==> src/hdl/ctn_defines.svh <==
`ifndef CTN_DEFINES_SVH
`define CTN_DEFINES_SVH

// Register offsets on the host serial port.
`define CTN_ADDR_RATIO_SEL    6'h29
`define CTN_ADDR_ALARM_FILT   6'h2A
`define CTN_ADDR_RUN_SWITCH   6'h2F
`define CTN_ADDR_REGION_GUARD 6'h30
`define CTN_ADDR_CUST_ID_LOW  6'h31
`define CTN_ADDR_CUST_ID_HIGH 6'h32
`define CTN_ADDR_NVRAM_CMD    6'h36
`define CTN_ADDR_TRIM_LOW     6'h3E
`define CTN_ADDR_TRIM_HIGH    6'h3F

// Field positions in the alarm and filter register.
`define CTN_BIT_C_MEDIAN      0
`define CTN_BIT_R_MEDIAN      1
`define CTN_BIT_SPEED_SEL     2
`define CTN_BIT_GATED_UPDATE  3
`define CTN_BIT_ALARM_LOW     4
`define CTN_BIT_ALARM_HIGH    6

// Writable bit masks; all other bits read as zero.
`define CTN_MASK_ALARM_FILT   8'h5F
`define CTN_MASK_RUN_SWITCH   8'h01
`define CTN_MASK_REGION_GUARD 8'h0F

// Memory control command codes.
`define CTN_CODE_STORE        8'h2D
`define CTN_CODE_RECALL       8'h59
`define CTN_CODE_ERASE        8'hB8

// NVRAM region boundaries guarded by the four lock bits.
`define CTN_REGION0_LAST      10'd703
`define CTN_REGION1_LAST      10'd831
`define CTN_REGION2_LAST      10'd959
`define CTN_REGION3_LAST      10'd1007
`define CTN_REGION3_TAIL      10'd1022

// Reset values.
`define CTN_RST_BYTE          8'h00
`define CTN_RST_TRIM_LOW      8'h00
`define CTN_RST_TRIM_HIGH     8'h00

`endif

==> src/hdl/ctn_pkg.sv <==
package ctn_pkg;

    // Memory control state, one-hot.
    typedef enum logic [1:0] {
        CTN_CMD_IDLE    = 2'b01,
        CTN_CMD_PENDING = 2'b10
    } ctn_cmd_state_e;

    // Register address on the host serial port.
    typedef logic [5:0] ctn_addr_t;

    // Register data byte.
    typedef logic [7:0] ctn_byte_t;

    // NVRAM word address.
    typedef logic [9:0] ctn_nv_addr_t;

endpackage

==> src/hdl/ctn_config_tail.sv <==
`timescale 1ns/1ns
`include "ctn_defines.svh"

module ctn_config_tail #(
    parameter int NUM_RESULTS = 8
) (
    // Clock, reset and clock enable.
    input  wire logic                  ref_clk,
    input  wire logic                  rst_n,
    input  wire logic                  clk_en,
    // Register access from the host serial port decoder.
    input  wire logic                  reg_wr,
    input  wire logic                  reg_rd,
    input  wire ctn_pkg::ctn_addr_t    reg_addr,
    input  wire ctn_pkg::ctn_byte_t    reg_wdata,
    output ctn_pkg::ctn_byte_t         reg_rdata,
    input  wire logic                  serial_activity,
    // NVRAM access check for the host serial port.
    input  wire logic                  nv_access_req,
    input  wire ctn_pkg::ctn_nv_addr_t nv_access_addr,
    output logic                       nv_access_allow,
    // NVRAM command starts and erase completion.
    output logic                       nv_store_start,
    output logic                       nv_recall_start,
    output logic                       nv_erase_start,
    input  wire logic                  nv_erase_done,
    // Result register update gating.
    input  wire logic [NUM_RESULTS-1:0] result_update,
    input  wire logic [NUM_RESULTS-1:0] result_read,
    output logic [NUM_RESULTS-1:0]     result_update_allow,
    // Front end and signal processor control.
    output logic                       frontend_run,
    output logic                       frontend_protect,
    // Firmware-facing configuration.
    output logic                       c_median_enable,
    output logic                       r_median_enable,
    output ctn_pkg::ctn_byte_t         resistance_ratio_sel,
    output logic [15:0]                pump_trim,
    // Alarm sources and general-purpose port outputs.
    input  wire logic [1:0]            alarm_z,
    input  wire logic [1:0]            alarm_theta,
    output logic                       general_port_zero,
    output logic                       general_port_one
);
    import ctn_pkg::*;

    // Elaboration check of the result count.
    if (NUM_RESULTS != 8) begin : g_num_results
        $error("NUM_RESULTS must be 8.");
    end

    // Register storage.
    ctn_byte_t      resistance_ratio_select;  // Ratio select byte.
    ctn_byte_t      alarm_and_filter_control; // Alarm and filter bits.
    ctn_byte_t      run_switch;               // Run switch, bit 0 only.
    ctn_byte_t      nvram_region_guard;       // Region locks, bits 3:0.
    ctn_byte_t      customer_id_low;          // Write-once serial low.
    ctn_byte_t      customer_id_high;         // Write-once serial high.
    ctn_byte_t      nvram_command;            // Memory control byte.
    ctn_byte_t      nvram_pump_trim_low;      // Trim low byte.
    ctn_byte_t      nvram_pump_trim_high;     // Trim high byte.
    ctn_cmd_state_e cmd_state;                // Command clear tracker.
    logic [NUM_RESULTS-1:0] result_unread;    // Result not yet read.

    // Qualified strobes; a frozen clock enable blocks all register reads and writes.
    // A strobe lost while frozen is gone.
    logic wr_q;
    logic rd_q;
    assign wr_q = reg_wr & clk_en;
    assign rd_q = reg_rd & clk_en;

    // Returns one when the address falls in a region whose lock is set.
    function automatic logic region_locked(input ctn_nv_addr_t a,
                                           input logic [3:0] lk);
        logic hit;
        hit = 1'b0;
        if (a <= `CTN_REGION0_LAST) begin
            hit = lk[0];
        end else if (a <= `CTN_REGION1_LAST) begin
            hit = lk[1];
        end else if (a <= `CTN_REGION2_LAST) begin
            hit = lk[2];
        end else if (a <= `CTN_REGION3_LAST) begin
            hit = lk[3];
        end else if (a >= `CTN_REGION3_TAIL) begin
            hit = lk[3];
        end
        // Words 1008 to 1021 never lock.
        return hit;
    endfunction

    // Returns one for a write strobe to the given register.
    function automatic logic wr_hit(input logic wr, input ctn_addr_t a,
                                    input ctn_addr_t target);
        return wr && (a == target);
    endfunction

    // Ratio select byte: stored as is for the linearizing firmware.
    // The firmware owns its meaning.
    always_ff @(posedge ref_clk or negedge rst_n) begin
        if (!rst_n) begin
            resistance_ratio_select <= `CTN_RST_BYTE;
        end else if (wr_hit(wr_q, reg_addr, `CTN_ADDR_RATIO_SEL)) begin
            resistance_ratio_select <= reg_wdata;
        end
    end

    // Alarm and filter bits; bits 7 and 5 are unused and stay zero.
    // Bit 2 is stored but drives nothing.
    always_ff @(posedge ref_clk or negedge rst_n) begin
        if (!rst_n) begin
            alarm_and_filter_control <= `CTN_RST_BYTE;
        end else if (wr_hit(wr_q, reg_addr, `CTN_ADDR_ALARM_FILT)) begin
            alarm_and_filter_control <= reg_wdata & `CTN_MASK_ALARM_FILT;
        end
    end

    // Run switch.  The host is expected to clear it before changing the
    // configuration; writes are not blocked while it is set, since the
    // host must be able to change it at all.
    always_ff @(posedge ref_clk or negedge rst_n) begin
        if (!rst_n) begin
            run_switch <= `CTN_RST_BYTE;
        end else if (wr_hit(wr_q, reg_addr, `CTN_ADDR_RUN_SWITCH)) begin
            run_switch <= reg_wdata & `CTN_MASK_RUN_SWITCH;
        end
    end

    // Region lock bits; upper nibble unused.
    // New locks apply to the next check.
    always_ff @(posedge ref_clk or negedge rst_n) begin
        if (!rst_n) begin
            nvram_region_guard <= `CTN_RST_BYTE;
        end else if (wr_hit(wr_q, reg_addr, `CTN_ADDR_REGION_GUARD)) begin
            nvram_region_guard <= reg_wdata & `CTN_MASK_REGION_GUARD;
        end
    end

    // Serial number low byte: write once while zero, cleared by erase.
    // The erase wins over a same-cycle write so a full erase always
    // leaves the byte blank.
    always_ff @(posedge ref_clk or negedge rst_n) begin
        if (!rst_n) begin
            customer_id_low <= `CTN_RST_BYTE;
        end else if (clk_en && nv_erase_done) begin
            customer_id_low <= `CTN_RST_BYTE;
        end else if (wr_hit(wr_q, reg_addr, `CTN_ADDR_CUST_ID_LOW)
                     && (customer_id_low == `CTN_RST_BYTE)) begin
            customer_id_low <= reg_wdata;
        end
    end

    // Serial number high byte, same behaviour as the low byte.
    // Erase done is ignored while frozen.
    always_ff @(posedge ref_clk or negedge rst_n) begin
        if (!rst_n) begin
            customer_id_high <= `CTN_RST_BYTE;
        end else if (clk_en && nv_erase_done) begin
            customer_id_high <= `CTN_RST_BYTE;
        end else if (wr_hit(wr_q, reg_addr, `CTN_ADDR_CUST_ID_HIGH)
                     && (customer_id_high == `CTN_RST_BYTE)) begin
            customer_id_high <= reg_wdata;
        end
    end

    // Pump trim bytes are plain storage; the host must leave them alone.
    // Nothing here loads them from NVRAM.
    always_ff @(posedge ref_clk or negedge rst_n) begin
        if (!rst_n) begin
            nvram_pump_trim_low  <= `CTN_RST_TRIM_LOW;
            nvram_pump_trim_high <= `CTN_RST_TRIM_HIGH;
        end else if (wr_hit(wr_q, reg_addr, `CTN_ADDR_TRIM_LOW)) begin
            nvram_pump_trim_low <= reg_wdata;
        end else if (wr_hit(wr_q, reg_addr, `CTN_ADDR_TRIM_HIGH)) begin
            nvram_pump_trim_high <= reg_wdata;
        end
    end

    // Memory control byte.  A write holds the code until the next serial
    // activity, which clears it.  The write cycle itself is not counted as
    // that activity; a new write in the pending state replaces the code.
    always_ff @(posedge ref_clk or negedge rst_n) begin
        if (!rst_n) begin
            nvram_command <= `CTN_RST_BYTE;
            cmd_state     <= CTN_CMD_IDLE;
        end else if (clk_en) begin
            case (cmd_state)
                CTN_CMD_IDLE: begin
                    // Waiting for a command write.
                    if (wr_hit(wr_q, reg_addr, `CTN_ADDR_NVRAM_CMD)) begin
                        nvram_command <= reg_wdata;
                        cmd_state     <= CTN_CMD_PENDING;
                    end
                end
                CTN_CMD_PENDING: begin
                    // Code held until the host talks again.
                    if (wr_hit(wr_q, reg_addr, `CTN_ADDR_NVRAM_CMD)) begin
                        nvram_command <= reg_wdata;
                    end else if (serial_activity) begin
                        nvram_command <= `CTN_RST_BYTE;
                        cmd_state     <= CTN_CMD_IDLE;
                    end
                end
                default: begin
                    // Drop any pending code.
                    nvram_command <= `CTN_RST_BYTE;
                    cmd_state     <= CTN_CMD_IDLE;
                end
            endcase
        end
    end

    // One-cycle start pulses when a defined code is written; any other
    // code is held for read-back but starts nothing.
    always_ff @(posedge ref_clk or negedge rst_n) begin
        if (!rst_n) begin
            nv_store_start  <= 1'b0;
            nv_recall_start <= 1'b0;
            nv_erase_start  <= 1'b0;
        end else if (clk_en) begin
            nv_store_start  <= 1'b0;
            nv_recall_start <= 1'b0;
            nv_erase_start  <= 1'b0;
            if (wr_hit(wr_q, reg_addr, `CTN_ADDR_NVRAM_CMD)) begin
                if (reg_wdata == `CTN_CODE_STORE) begin
                    nv_store_start <= 1'b1;
                end else if (reg_wdata == `CTN_CODE_RECALL) begin
                    nv_recall_start <= 1'b1;
                end else if (reg_wdata == `CTN_CODE_ERASE) begin
                    nv_erase_start <= 1'b1;
                end else begin
                    nv_store_start <= 1'b0;
                end
            end
        end
    end

    // NVRAM access check, answered combinationally so the serial decoder
    // can drop a locked access in the same cycle it asks.
    // No request, no permission.
    assign nv_access_allow = nv_access_req
        && !region_locked(nv_access_addr, nvram_region_guard[3:0]);

    // Frozen cycles hold every flag.
    // Unread tracking per result register.  A result refreshed in the
    // same cycle the host reads the old one stays marked unread, so the
    // new value is never skipped.
    always_ff @(posedge ref_clk or negedge rst_n) begin
        if (!rst_n) begin
            result_unread <= '0;
        end else if (clk_en) begin
            result_unread <= (result_unread & ~result_read)
                           | (result_update & result_update_allow);
        end
    end

    // Refresh allowed when gating is off, or the held value was read.
    // Combinational, to grant in the read cycle.
    assign result_update_allow =
        alarm_and_filter_control[`CTN_BIT_GATED_UPDATE]
        ? (~result_unread | result_read)
        : '1;

    // Front end control follows the run switch directly.
    // Protection lifts after the write lands.
    assign frontend_run     = run_switch[0];
    assign frontend_protect = ~run_switch[0];

    // Configuration fields handed to the firmware.
    // No further decoding here.
    assign c_median_enable      = alarm_and_filter_control[`CTN_BIT_C_MEDIAN];
    assign r_median_enable      = alarm_and_filter_control[`CTN_BIT_R_MEDIAN];
    assign resistance_ratio_sel = resistance_ratio_select;
    assign pump_trim            = {nvram_pump_trim_high, nvram_pump_trim_low};

    // One cycle of latency buys clean ports.
    // Alarm outputs, registered to keep the ports glitch free.  Select 0
    // takes the Z source, select 1 the Theta source; both active high.
    always_ff @(posedge ref_clk or negedge rst_n) begin
        if (!rst_n) begin
            general_port_zero <= 1'b0;
            general_port_one  <= 1'b0;
        end else if (clk_en) begin
            general_port_zero <= alarm_and_filter_control[`CTN_BIT_ALARM_LOW]
                                 ? alarm_theta[0] : alarm_z[0];
            general_port_one  <= alarm_and_filter_control[`CTN_BIT_ALARM_HIGH]
                                 ? alarm_theta[1] : alarm_z[1];
        end
    end

    // A frozen read is ignored.
    // Read data, registered one cycle after the read strobe.  Addresses
    // outside this bank return zero.
    always_ff @(posedge ref_clk or negedge rst_n) begin
        if (!rst_n) begin
            reg_rdata <= `CTN_RST_BYTE;
        end else if (rd_q) begin
            if (reg_addr == `CTN_ADDR_RATIO_SEL) begin
                reg_rdata <= resistance_ratio_select;
            end else if (reg_addr == `CTN_ADDR_ALARM_FILT) begin
                reg_rdata <= alarm_and_filter_control;
            end else if (reg_addr == `CTN_ADDR_RUN_SWITCH) begin
                reg_rdata <= run_switch;
            end else if (reg_addr == `CTN_ADDR_REGION_GUARD) begin
                reg_rdata <= nvram_region_guard;
            end else if (reg_addr == `CTN_ADDR_CUST_ID_LOW) begin
                reg_rdata <= customer_id_low;
            end else if (reg_addr == `CTN_ADDR_CUST_ID_HIGH) begin
                reg_rdata <= customer_id_high;
            end else if (reg_addr == `CTN_ADDR_NVRAM_CMD) begin
                reg_rdata <= nvram_command;
            end else if (reg_addr == `CTN_ADDR_TRIM_LOW) begin
                reg_rdata <= nvram_pump_trim_low;
            end else if (reg_addr == `CTN_ADDR_TRIM_HIGH) begin
                reg_rdata <= nvram_pump_trim_high;
            end else begin
                reg_rdata <= `CTN_RST_BYTE;
            end
        end
    end

endmodule

==> config.mk <==
export PLATFORM = sky130hd
export DESIGN_NAME = ctn_config_tail
export DESIGN_NICKNAME = d
export VERILOG_FILES = /design/src/hdl/ctn_pkg.sv /design/src/hdl/ctn_config_tail.sv
export VERILOG_INCLUDE_DIRS = /design/src /design/src/hdl
export SDC_FILE = /design/constraint.sdc
export NUM_CORES = 1
export LEC_CHECK = 0
export BUFFER_PORTS_ARGS = -buffer_cell sky130_fd_sc_hd__buf_2
export CAP_MARGIN = 20
export CORE_MARGIN = 5
export CORE_UTILIZATION = 57
export DETAILED_ROUTE_END_ITERATION = 10
export GPL_ROUTABILITY_DRIVEN = 1
export PLACE_DENSITY = 0.85
export SETUP_SLACK_MARGIN = 0.3
export SYNTH_ARGS = -nofsm -noshare
export SYNTH_HDL_FRONTEND = slang
export SYNTH_SLANG_ARGS = --single-unit
==> constraint.sdc <==
create_clock -name ref_clk -period 4.33 [get_ports ref_clk]
set_input_delay 0.433 -clock ref_clk [delete_from_list [all_inputs] [get_ports ref_clk]]
set_output_delay 0.433 -clock ref_clk [all_outputs]
set_load 0.005 [all_outputs]
==> metrics.md <==
| Metric | Value |
|---|---|
| Status | finished clean |
| Core Footprint | 6830 um^2 |
| Count of cell types in the netlist | 58 |
| Worst Hold Class | primary input to flip-flop |
| Met3 Usage GRT | 4.01% |
| CP Launch Point | clk_en |
| Root buffer selected by CTS | clkbuf_8 |
| Critical path startpoint category | primary input |
| CTS tree | yes |
| Pre-CTS WS | 1.77 ns |
| Post-Syn Instances | 352 |
| Ports | 102 |
| Total CTS buffers | 9 |
| Worst Path Class, Setup | primary input to flip-flop |
| Clock Latency Late Sink | 0.36 ns |
| Critical Path RT | 4.57 ns |
| Pin count of the biggest net entering global routing | 83 |
| Max FO, Critical Path | 30 |
| CP Capture Type | flip-flop |
| Worst Max-Slew Pin Slew | 0.571 ns |
| Arr. time, crit path | 2.45 ns |
| Rel. slew slack | 61.8% |
| CTS sink cnt | 82 |
| WHS | 0.288 ns |
| Final-report setup violation count | 0 |
| Met2 Track Usage GR | 41.7% |
| Vias/cell | 6.12 |
| First-pass GRT wire length | 17,500 um |
| R2R depth | 6 |
| Max Slew Vio Count | 0 |
| Maximum VDD drop | 0.204 mV |
| GRT Total Usage | 25.7% |
| Max Buffers Root-to-Sink | 2 |
| Post-synth top flop | dfrtp_1 |
| Cell Rows | 30 |
| Area growth from synthesis to layout | 18.9% |
| RSZ-0062 raised after global routing | false |
| Ant diodes | 0 |
| Post-route setup slack | 2.12 ns |
| Fraction of layout cells with a size suffix above 1 | 34.8% |
| Final Util | 69.8% |
| Total negative slack | 0 ns |
| Final hold violation count | 0 |
| #FFs+latches synth | 82 |
| GR peak layer | met2 |
| Fin crit share | 51.1% |
| Final GP Congestion | 0.893 |
| EDFF count, synth | 0 |
| Syn nets | 406 |
| Wire length per cell | 19.7 um |
| Power density over the cells | 355 nW/um^2 |
| Pleak | 2.33 nW |
| Max_cap viols | 0 |
| Die H | 93.9 um |
| FF-to-FF setup slack | 2.48 ns |
| Via Count | 3,348 |
| Starting Density | 58.7% |
| Final ANT Viol Nets | 0 |
| Setup Fix Bufs, Post-CTS | 0 |
| Reg clk slew, reported paths | 0.09 ns |
| Drc violations | 0 |
| Initial drt markers | 262 |
| Met1 GRT Util | 35.1% |
| Drt first pass iters | 6 |
| Area of the die | 8810 um^2 |
| Routed wire length | 10,800 um |
| Initial antenna violation count | 0 |
| Post-Synthesis Cell Area | 4010 um^2 |
| Post-CTS Hold Fix Bufs | 0 |
| Final Skew | 0.00944 ns |
| Final Critical Period | 2.21 ns |
| Critical R2R Launch | cmd_state[0] |
| Die X | 93.9 um |
| Number of global-route vias before repair | 3,396 |
| Post-CTS sizing | 0 |
| R2R Path End | cmd_state[1] |
| Synth warn | 0 |
| FMAX | 452 MHz |
| Global-route congestion overflow total | 0 |
| Async set-reset flop share out of synthesis | 100% |
| Overall power | 1.69 mW |
| Post-layout nets | 500 |
| PortBufs | 100 |
| Setup crit end | cmd_state[1] |
| Post-synthesis sequential area ratio | 51.2% |
| H-tree levels | 3 |
| Syn Area/Cell | 11.4 um^2 |
| Final HPWL DP | 7810 um |
| Hold path depth | 2 |
==> flip-flops by register name (all words and copies together) (netlist names) <==
register and cells:
customer_id_high 8, customer_id_low 8, nvram_command 8, nvram_pump_trim_high 8, nvram_pump_trim_low 8, reg_rdata 8
resistance_ratio_sel 8, result_unread 8, alarm_and_filter_control 6, nvram_region_guard 4, cmd_state 2, general_port_one 1
general_port_zero 1, nv_erase_start 1, nv_recall_start 1, nv_store_start 1, run_switch 1
==> cell usage in the layout (no fill, tap or decap), types with 4 or more instances in the layout <==
master	instances
buf_2	99
dfrtp_1	81
mux2_2	27
a21oi_1	26
a22o_1	23
nand2_1	21
nor2_1	20
mux2i_1	13
o21ai_0	11
inv_1	9
mux2_1	9
clkbuf_8	9
nand3b_1	8
a221oi_1	6
nand2b_1	5
and2_1	5
a31oi_1	4
nor4_1	4
a22oi_1	4
o22ai_1	4
or3_1	4
==> report_power, final <==
| part | internal [mW] | leakage (nW) | switching, mW |
|---|---|---|---|
| combinational | 0.118 | 1.16 | 0.153 |
| sequential | 0.824 | 1.09 | 0.0432 |
| clock | 0.268 | 0.0889 | 0.287 |
| total | 1.21 | 2.33 | 0.484 |
==> layout make-up <==
type | count | area (um^2)
clock buffer | 10 | 128
clock inverter | 6 | 66.3
fill | 533 | 2070
inverter | 9 | 33.8
multi-input combinational | 242 | 1820
sequential | 82 | 2050
tap | 96 | 120
timing repair buffer | 102 | 541
==> kinds of logic (layout without fill, tap and decap cells) <==
group,count (synthesis),in the layout,share of synthesized area [%]
AO/OA/AOI/OAI,92,92,15.9
AND/OR/NAND/NOR,99,99,15.6
flip-flops,82,82,51.2
multiplexers,49,49,13.4
buffers and inverters,28,127,3.28
adder cells (fa/ha/maj),2,2,0.624
==> critical path, cell delays in order <==
cell and delay [ns]:
buf_2 0.42, nand2_1 0.32, nor4_4 0.54, a21oi_2 0.17, a21oi_2 0.22, mux2_1 0.34
==> worst min path at each step <==
stage,startpoint,endpoint
6_report,result_update[1],result_unread[1]
5_1_grt,result_update[1],result_unread[1]
4_1_cts,result_update[1],result_unread[1]
3_5_place_dp,reg_rdata[6],reg_rdata[6]
3_3_place_gp,reg_rdata[6],reg_rdata[6]
2_1_floorplan,rst_n,alarm_and_filter_control[0]
==> per-layer routing <==
metal | part of all wire [%] | up-vias | routed length (um)
met2 | 49 | 172 | 5280
met1 | 40 | 1653 | 4330
met5 | 0 | - | 0
li1 | - | 1502 | -
met4 | 2.2 | 0 | 238
met3 | 8.8 | 21 | 947
==> synth_stat cells, types with 4 or more instances <==
library cell,instances,share of area (%)
mux2i_1,13,3.2
nand2b_1,5,0.78
o21ai_0,11,1.4
nand3b_1,8,1.5
nand2_1,21,2.0
clkbuf_1,7,0.66
and2_1,5,0.78
o22ai_1,4,0.62
nor4_1,4,0.62
a22oi_1,4,0.75
a221oi_1,6,1.3
or3_1,4,0.62
a31oi_1,4,0.62
buf_2,6,0.75
dfrtp_1,81,51
a22o_1,23,5.0
mux2_2,27,7.6
nor2_1,20,1.9
inv_1,9,0.84
a21oi_1,26,3.2
mux2_1,9,2.5
==> metrics by stage <==
stage / cells / area, um^2
floorplan: 352 / 4010
global placement: 529 / 4530
detailed placement: 529 / 4530
CTS: 545 / 4730
global route: 547 / 4770
finish: 547 / 4770
(Power assumes the default switching activity.)
